--- config.mk ---
export PLATFORM = sky130hd
export DESIGN_NAME = decrement_divide_execution
export DESIGN_NICKNAME = d
export VERILOG_FILES = /design/src/verilog/decrement_divide_execution.v /design/src/verilog/restoring_divider.v
export VERILOG_INCLUDE_DIRS = /design/src /design/src/shared
export SDC_FILE = /design/constraint.sdc
export NUM_CORES = 1
export LEC_CHECK = 0
export BUFFER_PORTS_ARGS = -buffer_cell sky130_fd_sc_hd__buf_2
export CAP_MARGIN = 20
export CORE_ASPECT_RATIO = 0.8
export CORE_MARGIN = 10
export CORE_UTILIZATION = 51
export DETAILED_ROUTE_END_ITERATION = 8
export PLACE_DENSITY = 0.87
export SLEW_MARGIN = 25
export SYNTH_ARGS = -nofsm -noshare
export SYNTH_HDL_FRONTEND = slang
export SYNTH_SLANG_ARGS = --single-unit
--- constraint.sdc ---
create_clock -name clk -period 2.4 [get_ports clk]
set_input_delay 0.24 -clock clk [delete_from_list [all_inputs] [get_ports clk]]
set_output_delay 0.24 -clock clk [all_outputs]
set_load 0.05 [all_outputs]
--- src/shared/dec_div_defs.vh ---
`ifndef DEC_DIV_DEFS_VH
`define DEC_DIV_DEFS_VH

`define DD_DATA_W 8
`define DD_SRC_W 2
`define DD_SRC_ACC 2'h0
`define DD_SRC_WREG 2'h1
`define DD_SRC_DIRECT 2'h2
`define DD_SRC_INDIRECT 2'h3
`define DD_OP_DEC 1'h0
`define DD_OP_DIV 1'h1
`define DD_DIV_STEPS 4'h8
`define DD_ONE 8'h01
`define DD_ZERO 8'h00

`endif

--- src/verilog/decrement_divide_execution.v ---
`default_nettype none
`include "dec_div_defs.vh"

module decrement_divide_execution #(
  parameter WIDTH = `DD_DATA_W
) (
  input wire clk,
  input wire srst,
  input wire start,
  input wire op_div,
  input wire [`DD_SRC_W-1:0] src_sel,
  input wire [2:0] wreg_idx,
  input wire [WIDTH-1:0] direct_addr,
  input wire [WIDTH-1:0] ptr_value,
  input wire [WIDTH-1:0] acc_in,
  input wire [WIDTH-1:0] aux_in,
  input wire [WIDTH-1:0] wreg_data,
  input wire [WIDTH-1:0] mem_rdata,
  input wire loc_is_port,
  input wire [WIDTH-1:0] port_latch,
  input wire carry_in,
  input wire aux_carry_in,
  input wire overflow_in,
  output wire busy,
  output reg done_q,
  output reg acc_we_q,
  output reg [WIDTH-1:0] acc_wdata_q,
  output reg aux_we_q,
  output reg [WIDTH-1:0] aux_wdata_q,
  output reg wreg_we_q,
  output reg [2:0] wreg_widx_q,
  output reg [WIDTH-1:0] wreg_wdata_q,
  output reg mem_re_q,
  output reg mem_we_q,
  output reg [WIDTH-1:0] mem_addr_q,
  output reg [WIDTH-1:0] mem_wdata_q,
  output reg flags_we_q,
  output reg carry_out_q,
  output reg aux_carry_out_q,
  output reg overflow_out_q
);

  localparam [3:0] S_IDLE = 4'h1;
  localparam [3:0] S_READ = 4'h2;
  localparam [3:0] S_CAPT = 4'h4;
  localparam [3:0] S_DIV = 4'h8;

  reg [3:0] state_q;
  reg port_q;
  wire take;
  wire div_zero;
  wire div_go;
  wire [WIDTH-1:0] quotient;
  wire [WIDTH-1:0] remainder;
  wire div_done;
  wire [WIDTH-1:0] mem_old;

  assign busy = (state_q != S_IDLE);
  assign take = start && (state_q == S_IDLE);
  assign div_zero = (aux_in == `DD_ZERO);
  assign div_go = take && (op_div == `DD_OP_DIV) && !div_zero;
  // port writes read back the latch, never the pins
  assign mem_old = port_q ? port_latch : mem_rdata;

  restoring_divider #(
    .WIDTH(WIDTH)
  ) u_div (
    .clk(clk),
    .srst(srst),
    .go(div_go),
    .dividend(acc_in),
    .divisor(aux_in),
    .quotient_q(quotient),
    .remainder_q(remainder),
    .done_q(div_done)
  );

  always @(posedge clk) begin
    if (srst) begin
      state_q <= S_IDLE;
      port_q <= 1'b0;
      done_q <= 1'b0;
      acc_we_q <= 1'b0;
      acc_wdata_q <= `DD_ZERO;
      aux_we_q <= 1'b0;
      aux_wdata_q <= `DD_ZERO;
      wreg_we_q <= 1'b0;
      wreg_widx_q <= 3'h0;
      wreg_wdata_q <= `DD_ZERO;
      mem_re_q <= 1'b0;
      mem_we_q <= 1'b0;
      mem_addr_q <= `DD_ZERO;
      mem_wdata_q <= `DD_ZERO;
      flags_we_q <= 1'b0;
      carry_out_q <= 1'b0;
      aux_carry_out_q <= 1'b0;
      overflow_out_q <= 1'b0;
    end else begin
      done_q <= 1'b0;
      acc_we_q <= 1'b0;
      aux_we_q <= 1'b0;
      wreg_we_q <= 1'b0;
      mem_re_q <= 1'b0;
      mem_we_q <= 1'b0;
      flags_we_q <= 1'b0;
      case (state_q)
        S_IDLE: begin
          if (take) begin
            // flag outputs mirror the inputs unless divide updates them
            carry_out_q <= carry_in;
            aux_carry_out_q <= aux_carry_in;
            overflow_out_q <= overflow_in;
            if (op_div == `DD_OP_DIV) begin
              if (div_zero) begin
                // nothing committed to acc or aux on zero divisor
                flags_we_q <= 1'b1;
                carry_out_q <= 1'b0;
                overflow_out_q <= 1'b1;
                done_q <= 1'b1;
              end else begin
                state_q <= S_DIV;
              end
            end else begin
              case (src_sel)
                `DD_SRC_ACC: begin
                  acc_we_q <= 1'b1;
                  acc_wdata_q <= acc_in - `DD_ONE;
                  done_q <= 1'b1;
                end
                `DD_SRC_WREG: begin
                  wreg_we_q <= 1'b1;
                  wreg_widx_q <= wreg_idx;
                  wreg_wdata_q <= wreg_data - `DD_ONE;
                  done_q <= 1'b1;
                end
                `DD_SRC_DIRECT: begin
                  mem_re_q <= 1'b1;
                  mem_addr_q <= direct_addr;
                  port_q <= loc_is_port;
                  state_q <= S_READ;
                end
                default: begin
                  // pointer-addressed bytes are never ports
                  mem_re_q <= 1'b1;
                  mem_addr_q <= ptr_value;
                  port_q <= 1'b0;
                  state_q <= S_READ;
                end
              endcase
            end
          end
        end
        S_READ: begin
          state_q <= S_CAPT;
        end
        S_CAPT: begin
          mem_we_q <= 1'b1;
          mem_wdata_q <= mem_old - `DD_ONE;
          done_q <= 1'b1;
          state_q <= S_IDLE;
        end
        S_DIV: begin
          if (div_done) begin
            acc_we_q <= 1'b1;
            acc_wdata_q <= quotient;
            aux_we_q <= 1'b1;
            aux_wdata_q <= remainder;
            flags_we_q <= 1'b1;
            carry_out_q <= 1'b0;
            overflow_out_q <= 1'b0;
            done_q <= 1'b1;
            state_q <= S_IDLE;
          end
        end
        default: begin
          state_q <= S_IDLE;
        end
      endcase
    end
  end

endmodule // decrement_divide_execution

`default_nettype wire

--- src/verilog/restoring_divider.v ---
`default_nettype none
`include "dec_div_defs.vh"

// one quotient bit per clock, unsigned
module restoring_divider #(
  parameter WIDTH = `DD_DATA_W
) (
  input wire clk,
  input wire srst,
  input wire go,
  input wire [WIDTH-1:0] dividend,
  input wire [WIDTH-1:0] divisor,
  output reg [WIDTH-1:0] quotient_q,
  output reg [WIDTH-1:0] remainder_q,
  output reg done_q
);

  reg [WIDTH-1:0] quo_q;
  reg [WIDTH-1:0] rem_q;
  reg [WIDTH-1:0] dvs_q;
  reg [3:0] cnt_q;
  reg run_q;
  reg [WIDTH:0] trial;
  reg [WIDTH-1:0] rem_d;
  reg bit_d;

  always @* begin
    trial = {rem_q, quo_q[WIDTH-1]};
    if (trial >= {1'b0, dvs_q}) begin
      rem_d = trial[WIDTH-1:0] - dvs_q;
      bit_d = 1'b1;
    end else begin
      rem_d = trial[WIDTH-1:0];
      bit_d = 1'b0;
    end
  end

  always @(posedge clk) begin
    if (srst) begin
      quo_q <= {WIDTH{1'b0}};
      rem_q <= {WIDTH{1'b0}};
      dvs_q <= {WIDTH{1'b0}};
      cnt_q <= 4'h0;
      run_q <= 1'b0;
      quotient_q <= {WIDTH{1'b0}};
      remainder_q <= {WIDTH{1'b0}};
      done_q <= 1'b0;
    end else begin
      done_q <= 1'b0;
      if (go) begin
        quo_q <= dividend;
        rem_q <= {WIDTH{1'b0}};
        dvs_q <= divisor;
        cnt_q <= `DD_DIV_STEPS;
        run_q <= 1'b1;
      end else if (run_q) begin
        quo_q <= {quo_q[WIDTH-2:0], bit_d};
        rem_q <= rem_d;
        cnt_q <= cnt_q - 4'h1;
        if (cnt_q == 4'h1) begin
          run_q <= 1'b0;
          done_q <= 1'b1;
          quotient_q <= {quo_q[WIDTH-2:0], bit_d};
          remainder_q <= rem_d;
        end
      end
    end
  end

endmodule // restoring_divider

`default_nettype wire

Word-level counts from Yosys, hierarchy flattened:

Cells that the tools add are included.

* bits in registers: 104
* bits of input ports: 69
* output and inout port bits: 54
* word-level logic and storage cells: 124

* add/sub/neg operators: 5
* $lt $le $gt $ge: 1
* equality and inequality tests: 14
* multiplexer cells: 49
* bitwise gates (word level): 7
* reduce and logical (&&, ||, !) cells: 21

Operators with widths (count)
* 8-bit two-way mux: 8
* 8-bit one-hot mux with 2 select lines: 2
* 4-bit two-way mux: 7
* 1-bit two-way mux: 25
* 8-bit by 1-bit subtractor with 8-bit output, second input constant: 3
* 4-bit one-hot mux with 3 select lines: 1
* 4-bit AND reduction: 3
* 1-bit one-hot mux with 2 select lines: 5
* 9-bit by 8-bit >= comparator with 1-bit output: 1
* 4-bit by 1-bit == test with 1-bit output, second input constant: 2
* 8-bit logical NOT: 1
* 8-bit subtractor: 1
* 1-bit inverter: 7
* 3-bit inequality test, second input constant: 2
* 3-bit AND reduction: 2
* 2-bit OR reduction: 3
* 5-bit AND reduction: 1
* 4-bit by 2-bit == test with 1-bit output, second input constant: 1
* 4-bit by 3-bit == test with 1-bit output, second input constant: 1
* 4-bit == test, second input constant: 1
* 2-bit by 1-bit inequality test with 1-bit output, second input constant: 2
* 2-bit inequality test, second input constant: 2
* 4-bit by 1-bit inequality test with 1-bit output, second input constant: 1
* 2-bit AND reduction: 2
* 10 further kinds: 13

Depth between registers and ports, before layout:

* depth in word-level cells: 6
* depth in mapped cells: 9
* gate-level depth less buffers: 9

Cells and area by module:

A second synthesis with hierarchy kept.

* cells, all modules: 575
* area total of the unflattened synthesis: 5008.6 µm²

By module, submodules not included
* decrement_divide_execution: times used 1, cells an instance 316, area an instance 2740.1 µm², sequential area each 1161.1 µm²
* restoring_divider: times used 1, cells an instance 259, area an instance 2268.4 µm², sequential area each 920.9 µm²

Worst setup path after synthesis:

OpenSTA, ideal clock, no wires.

* kind: reg-to-reg
* start point: register u_div.dvs_q[1]
* end point: register u_div.remainder_q[3]
* setup time: 136 ps
* data arrival time: 2025 ps
* required time: 2264 ps
* setup slack: 239 ps
* cell stages (with the launch flop): 10
* buffers on the path: 1
* clock period less this slack: 2161 ps
* cell sequence: dfxtp_1 inv_1 ha_1 nor2b_1 o21bai_4 a2111oi_4 or2_1 buf_6 mux2i_1 a211oi_2

* word-level cells in the longest chain between the ends: 2
* elaborated cells between the ends (all ways): 3
* those cells by class: 1 x add/sub; 1 x order compare; 1 x mux

Ends and longest elaborated chain
* from (decl): RTL line restoring_divider.v:20 `reg [WIDTH-1:0] dvs_q;`
* from (signal assigned): RTL line restoring_divider.v:42 `dvs_q <= {WIDTH{1'b0}};`
* from (signal assigned): RTL line restoring_divider.v:53 `dvs_q <= divisor;`
* 8-bit subtractor / 9-bit by 8-bit >= comparator with 1-bit output (equally long branches): RTL line restoring_divider.v:30, restoring_divider.v:29
* 8-bit two-way mux (*): RTL line restoring_divider.v:29 `if (trial >= {1'b0, dvs_q}) begin`
* to (signal assigned): RTL line restoring_divider.v:46 `remainder_q <= {WIDTH{1'b0}};`
* to (signal assigned): RTL line restoring_divider.v:64 `remainder_q <= rem_d;`
* to (decl): RTL line restoring_divider.v:14 `output reg [WIDTH-1:0] remainder_q,`

Mark *: on every way between the ends. The rest lies on a longest branch, timed or not.
A chain may end at the register's enable or synchronous reset.

Worst setup path in the final report:

* start point: register u_div.dvs_q[1]
* end point: register u_div.rem_q[5]

* word-level cells in the longest chain between the ends: 2
* elaborated cells between the ends (all ways): 3
* those cells by class: 1 x add/sub; 1 x order compare; 1 x mux

Ends and longest elaborated chain
* 8-bit subtractor / 9-bit by 8-bit >= comparator with 1-bit output (equally long branches): RTL line restoring_divider.v:30, restoring_divider.v:29
* 8-bit two-way mux (*): RTL line restoring_divider.v:29
* to (signal assigned): RTL line restoring_divider.v:41 `rem_q <= {WIDTH{1'b0}};`
* to (signal assigned): RTL line restoring_divider.v:52 `rem_q <= {WIDTH{1'b0}};`
* to (signal assigned): RTL line restoring_divider.v:58 `rem_q <= rem_d;`
* to (decl): RTL line restoring_divider.v:19 `reg [WIDTH-1:0] rem_q;`

Marked as above.

==> flow_summary.toml <==
[grt]
antenna_found_initial = 1
largest_net_degree_at_the_start_of_global_routing = 31
grt_overflow_total = 0
global_route.usage.total = 0.1889
first_global_vias = 4542
grt_pass1_wl_um = 21570

[yosys]
synth_enable_flop_cells = 0
synthDistinctLibCells = 51
synth_warnings = 0
synthesis.nets = 649
postSynthRegisterBits = 104
async_reset_ff_frac = 0
netlist_area_sq_um = 4920
synth-main-ff-cell = "dfxtp_1"
synth.yosys.seq_area_share = 0.4232
post_synth_inst_count = 566
post_synth.cell_area_avg_sq_um = 8.692

[final_layout]
syn_to_final_growth_pct = 21.97
design_area_sq_um = 6001
share_of_post_route_cells_with_drive_strength_above_1 = 0.2536
final_cells = 806
layout.cells.most_common = "buf_2"
nFillCells = 781
num-nets-final = 768
mostFrequentLayoutCells = "buf_2, dfxtp_1, nand2_1, nor2_1"

[timing]
setup_viol = 0
period_share = 0.9278
post-route-worst-setup-slack_ns = 0.1733
hold_viol = 0
worst-slew-pin-transition_ns = 0.7199
setup_repair_after_global_routing_missed_its_margin = "no"
final_period_demand_of_the_worst_path_ns = 2.227
timing.clock.skew_ns = 0.006077
totalNegativeSetupSlack_ns = 0
fmax_ghz = 0.4491
timing.max_slew.rel_slack = 0.5188
final-max-slew-violation-count = 0

[drt]
via_count = 4444
drtAntennaViolNets = 0
drt-pass1-iter-count = 5
drt_first_iter_violations = 301
drt_wl_total_um = 13330
wire_per_inst_um = 16.54
detail_route.drc_violations = 0
vias_per_cell = 5.514

[floorplanning]
io_pins = 123
initial_utilization = 0.5329
die_height_um = 107.8
std_cell_rows = 31
dieWidth_um = 129.8
die_area_sq_um = 14000
core_area_sq_um = 9231

[place]
dpl-instance-area_sq_um = 5689
placed_cells = 789
place.gp.congestion = 0.8807
hpwl_um = 10300
place_ws_ns = 0.1214
port_buffers = 122

[clock_tree]
tritoncts_num_sinks = 104
postCtsResizedCells = 0
insertion_delay_ns = 0.35
clock_path_buffers = 2
cts_htree_levels = 3
num_cts_buffers = 9
tritoncts_clock_tree = "yes"
cts_hold_buf = 0
cts-root-buf = "clkbuf_16"
clk_pin_slew_ns = 0.07
cts_post_setup_buffers_inserted = 0

[run]
drv.max_cap_violation_count = 0

[setup_path]
critPathArrivalTime_ns = 2.44
crit_type = "register to register"
cp-end-kind = "register"
setup.reg_to_reg.worst_slack_ns = 0.17
path_max_fanout = 7
cp_data_required_time_ns = 2.61
startpoint_type = "register"

[power_and_ir_drop]
p_comb_frac = 0.276
power.clock.fraction = 0.316
power.sequential.fraction = 0.408
power_spent_charging_and_discharging_nets_w = 0.001519
ir_drop_mv = 0.5508
p_leak_nw = 2.450
power.internal_w = 0.003192
fraction_of_power_spent_switching_nets = 0.3225
power-per-cell-area_nw_per_um2 = 785.2
post_route_total_power_w = 0.004712

[worst_hold_path]
hold_path_class = "input port to register"

[run_status]
result_of_the_run = "finished, final reports clean"
stage by stage:
| step | hold slack (ns) | util |
|---|---|---|
| floorplan | 0.3358 | - |
| global placement | 0.4362 | 0.6163 |
| detailed placement | 0.4408 | 0.6163 |
| CTS | 0.1211 | 0.6495 |
| global route | 0.1376 | 0.6498 |
| finish | 0.1290 | 0.6500 |
power groups by stage:
| stage | logic, W | clock network [W] | registers (W) |
|---|---|---|---|
| after global placement | 0.00122 | 0 | 0.00195 |
| after detailed placement | 0.00127 | 0 | 0.00196 |
| after global routing | 0.00142 | 0.00159 | 0.00193 |
| final | 0.00130 | 0.00149 | 0.00192 |
| after CTS | 0.00128 | 0.00152 | 0.00192 |
| after floorplan | 0.000866 | 0 | 0.00201 |
cell type report:
type                            instances  area (sq um)  share of cell area
Multi-Input combinational cell        410          2638              0.4395
Clock buffer                           10         239.0             0.03982
Clock inverter                          6         67.56             0.01126
Inverter                               18         67.56             0.01126
Tap cell                              115         143.9             0.02398
Timing Repair Buffer                  142         760.7              0.1268
Sequential cell                       104          2082              0.3470
Antenna cell                            1         2.502           0.0004170
kinds of logic after synthesis:
family                     after synthesis  share of synthesized area
AOI/OAI and AO/OA                      130                     0.1740
xor gates and xnor gates                20                    0.03560
adders and majority gates               14                    0.03713
buffers and inverters                   52                    0.04374
DFF                                    104                     0.4232
muxes                                   44                    0.08952
and+or+nand+nor                        202                     0.1968
worst max-delay path, cell delays in order (launching register included):
cell and delay, ns:
dfxtp_1 0.40, inv_1 0.07, ha_1 0.30, nor2b_1 0.26, o21bai_4 0.10, a2111oi_4 0.31, buf_4 0.23, nor3b_1 0.07
a31oi_1 0.25, a21oi_1 0.11
per-layer routing:
layer  vias up  routed length, um  track usage
met2       135               6587       0.3305
met4         0                277      0.07532
met3        24                949      0.05416
li1       2211                  -            -
met1      2074               5514       0.2116
met5         -                  0            0
state kept, by name, indices dropped and copies added (netlist names), 3 cells and up:
| signal | cells |
|---|---|
| u_div.quo_q | 8 |
| acc_wdata_q | 8 |
| aux_wdata_q | 8 |
| u_div.quotient_q | 8 |
| wreg_wdata_q | 8 |
| u_div.dvs_q | 8 |
| u_div.cnt_q | 4 |
| wreg_widx_q | 3 |
| u_div.remainder_q | 8 |
| state_q | 4 |
| u_div.rem_q | 8 |
| mem_addr_q | 8 |
| mem_wdata_q | 8 |
Yosys cell counts (6+ instances only):
master    count  area, sq um
xnor2_1      10        87.58
mux2i_1      44        440.4
xor2_1       10        87.58
a211oi_1     29        217.7
o21ai_0      24        120.1
nor2_1       69        259.0
nor2b_1       9        56.30
nand2b_1      8        50.05
nor3b_1       6        45.04
nand2_1      71        266.5
nor3_1        7        35.03
a21oi_1      44        220.2
o211ai_1      8        60.06
ha_1         13        162.7
inv_1        18        67.56
clkbuf_1     21        78.83
buf_2        10        50.05
dfxtp_1     104         2082
nand3_1       6        30.03
path summary, 6_finish.rpt:
check,start,endpoint,depth (start not counted)
setup reg to reg,u_div.dvs_q[1]$_SDFFE_PP0P_,u_div.rem_q[5]$_SDFFE_PP0P_,9
hold / removal,wreg_idx[1],wreg_widx_q[1]$_SDFFE_PP0P_,3
hold reg to reg,mem_wdata_q[5]$_SDFFE_PP0P_,mem_wdata_q[5]$_SDFFE_PP0P_,2
setup / recovery,u_div.dvs_q[1]$_SDFFE_PP0P_,u_div.rem_q[5]$_SDFFE_PP0P_,9
(Power assumes the default switching activity.)
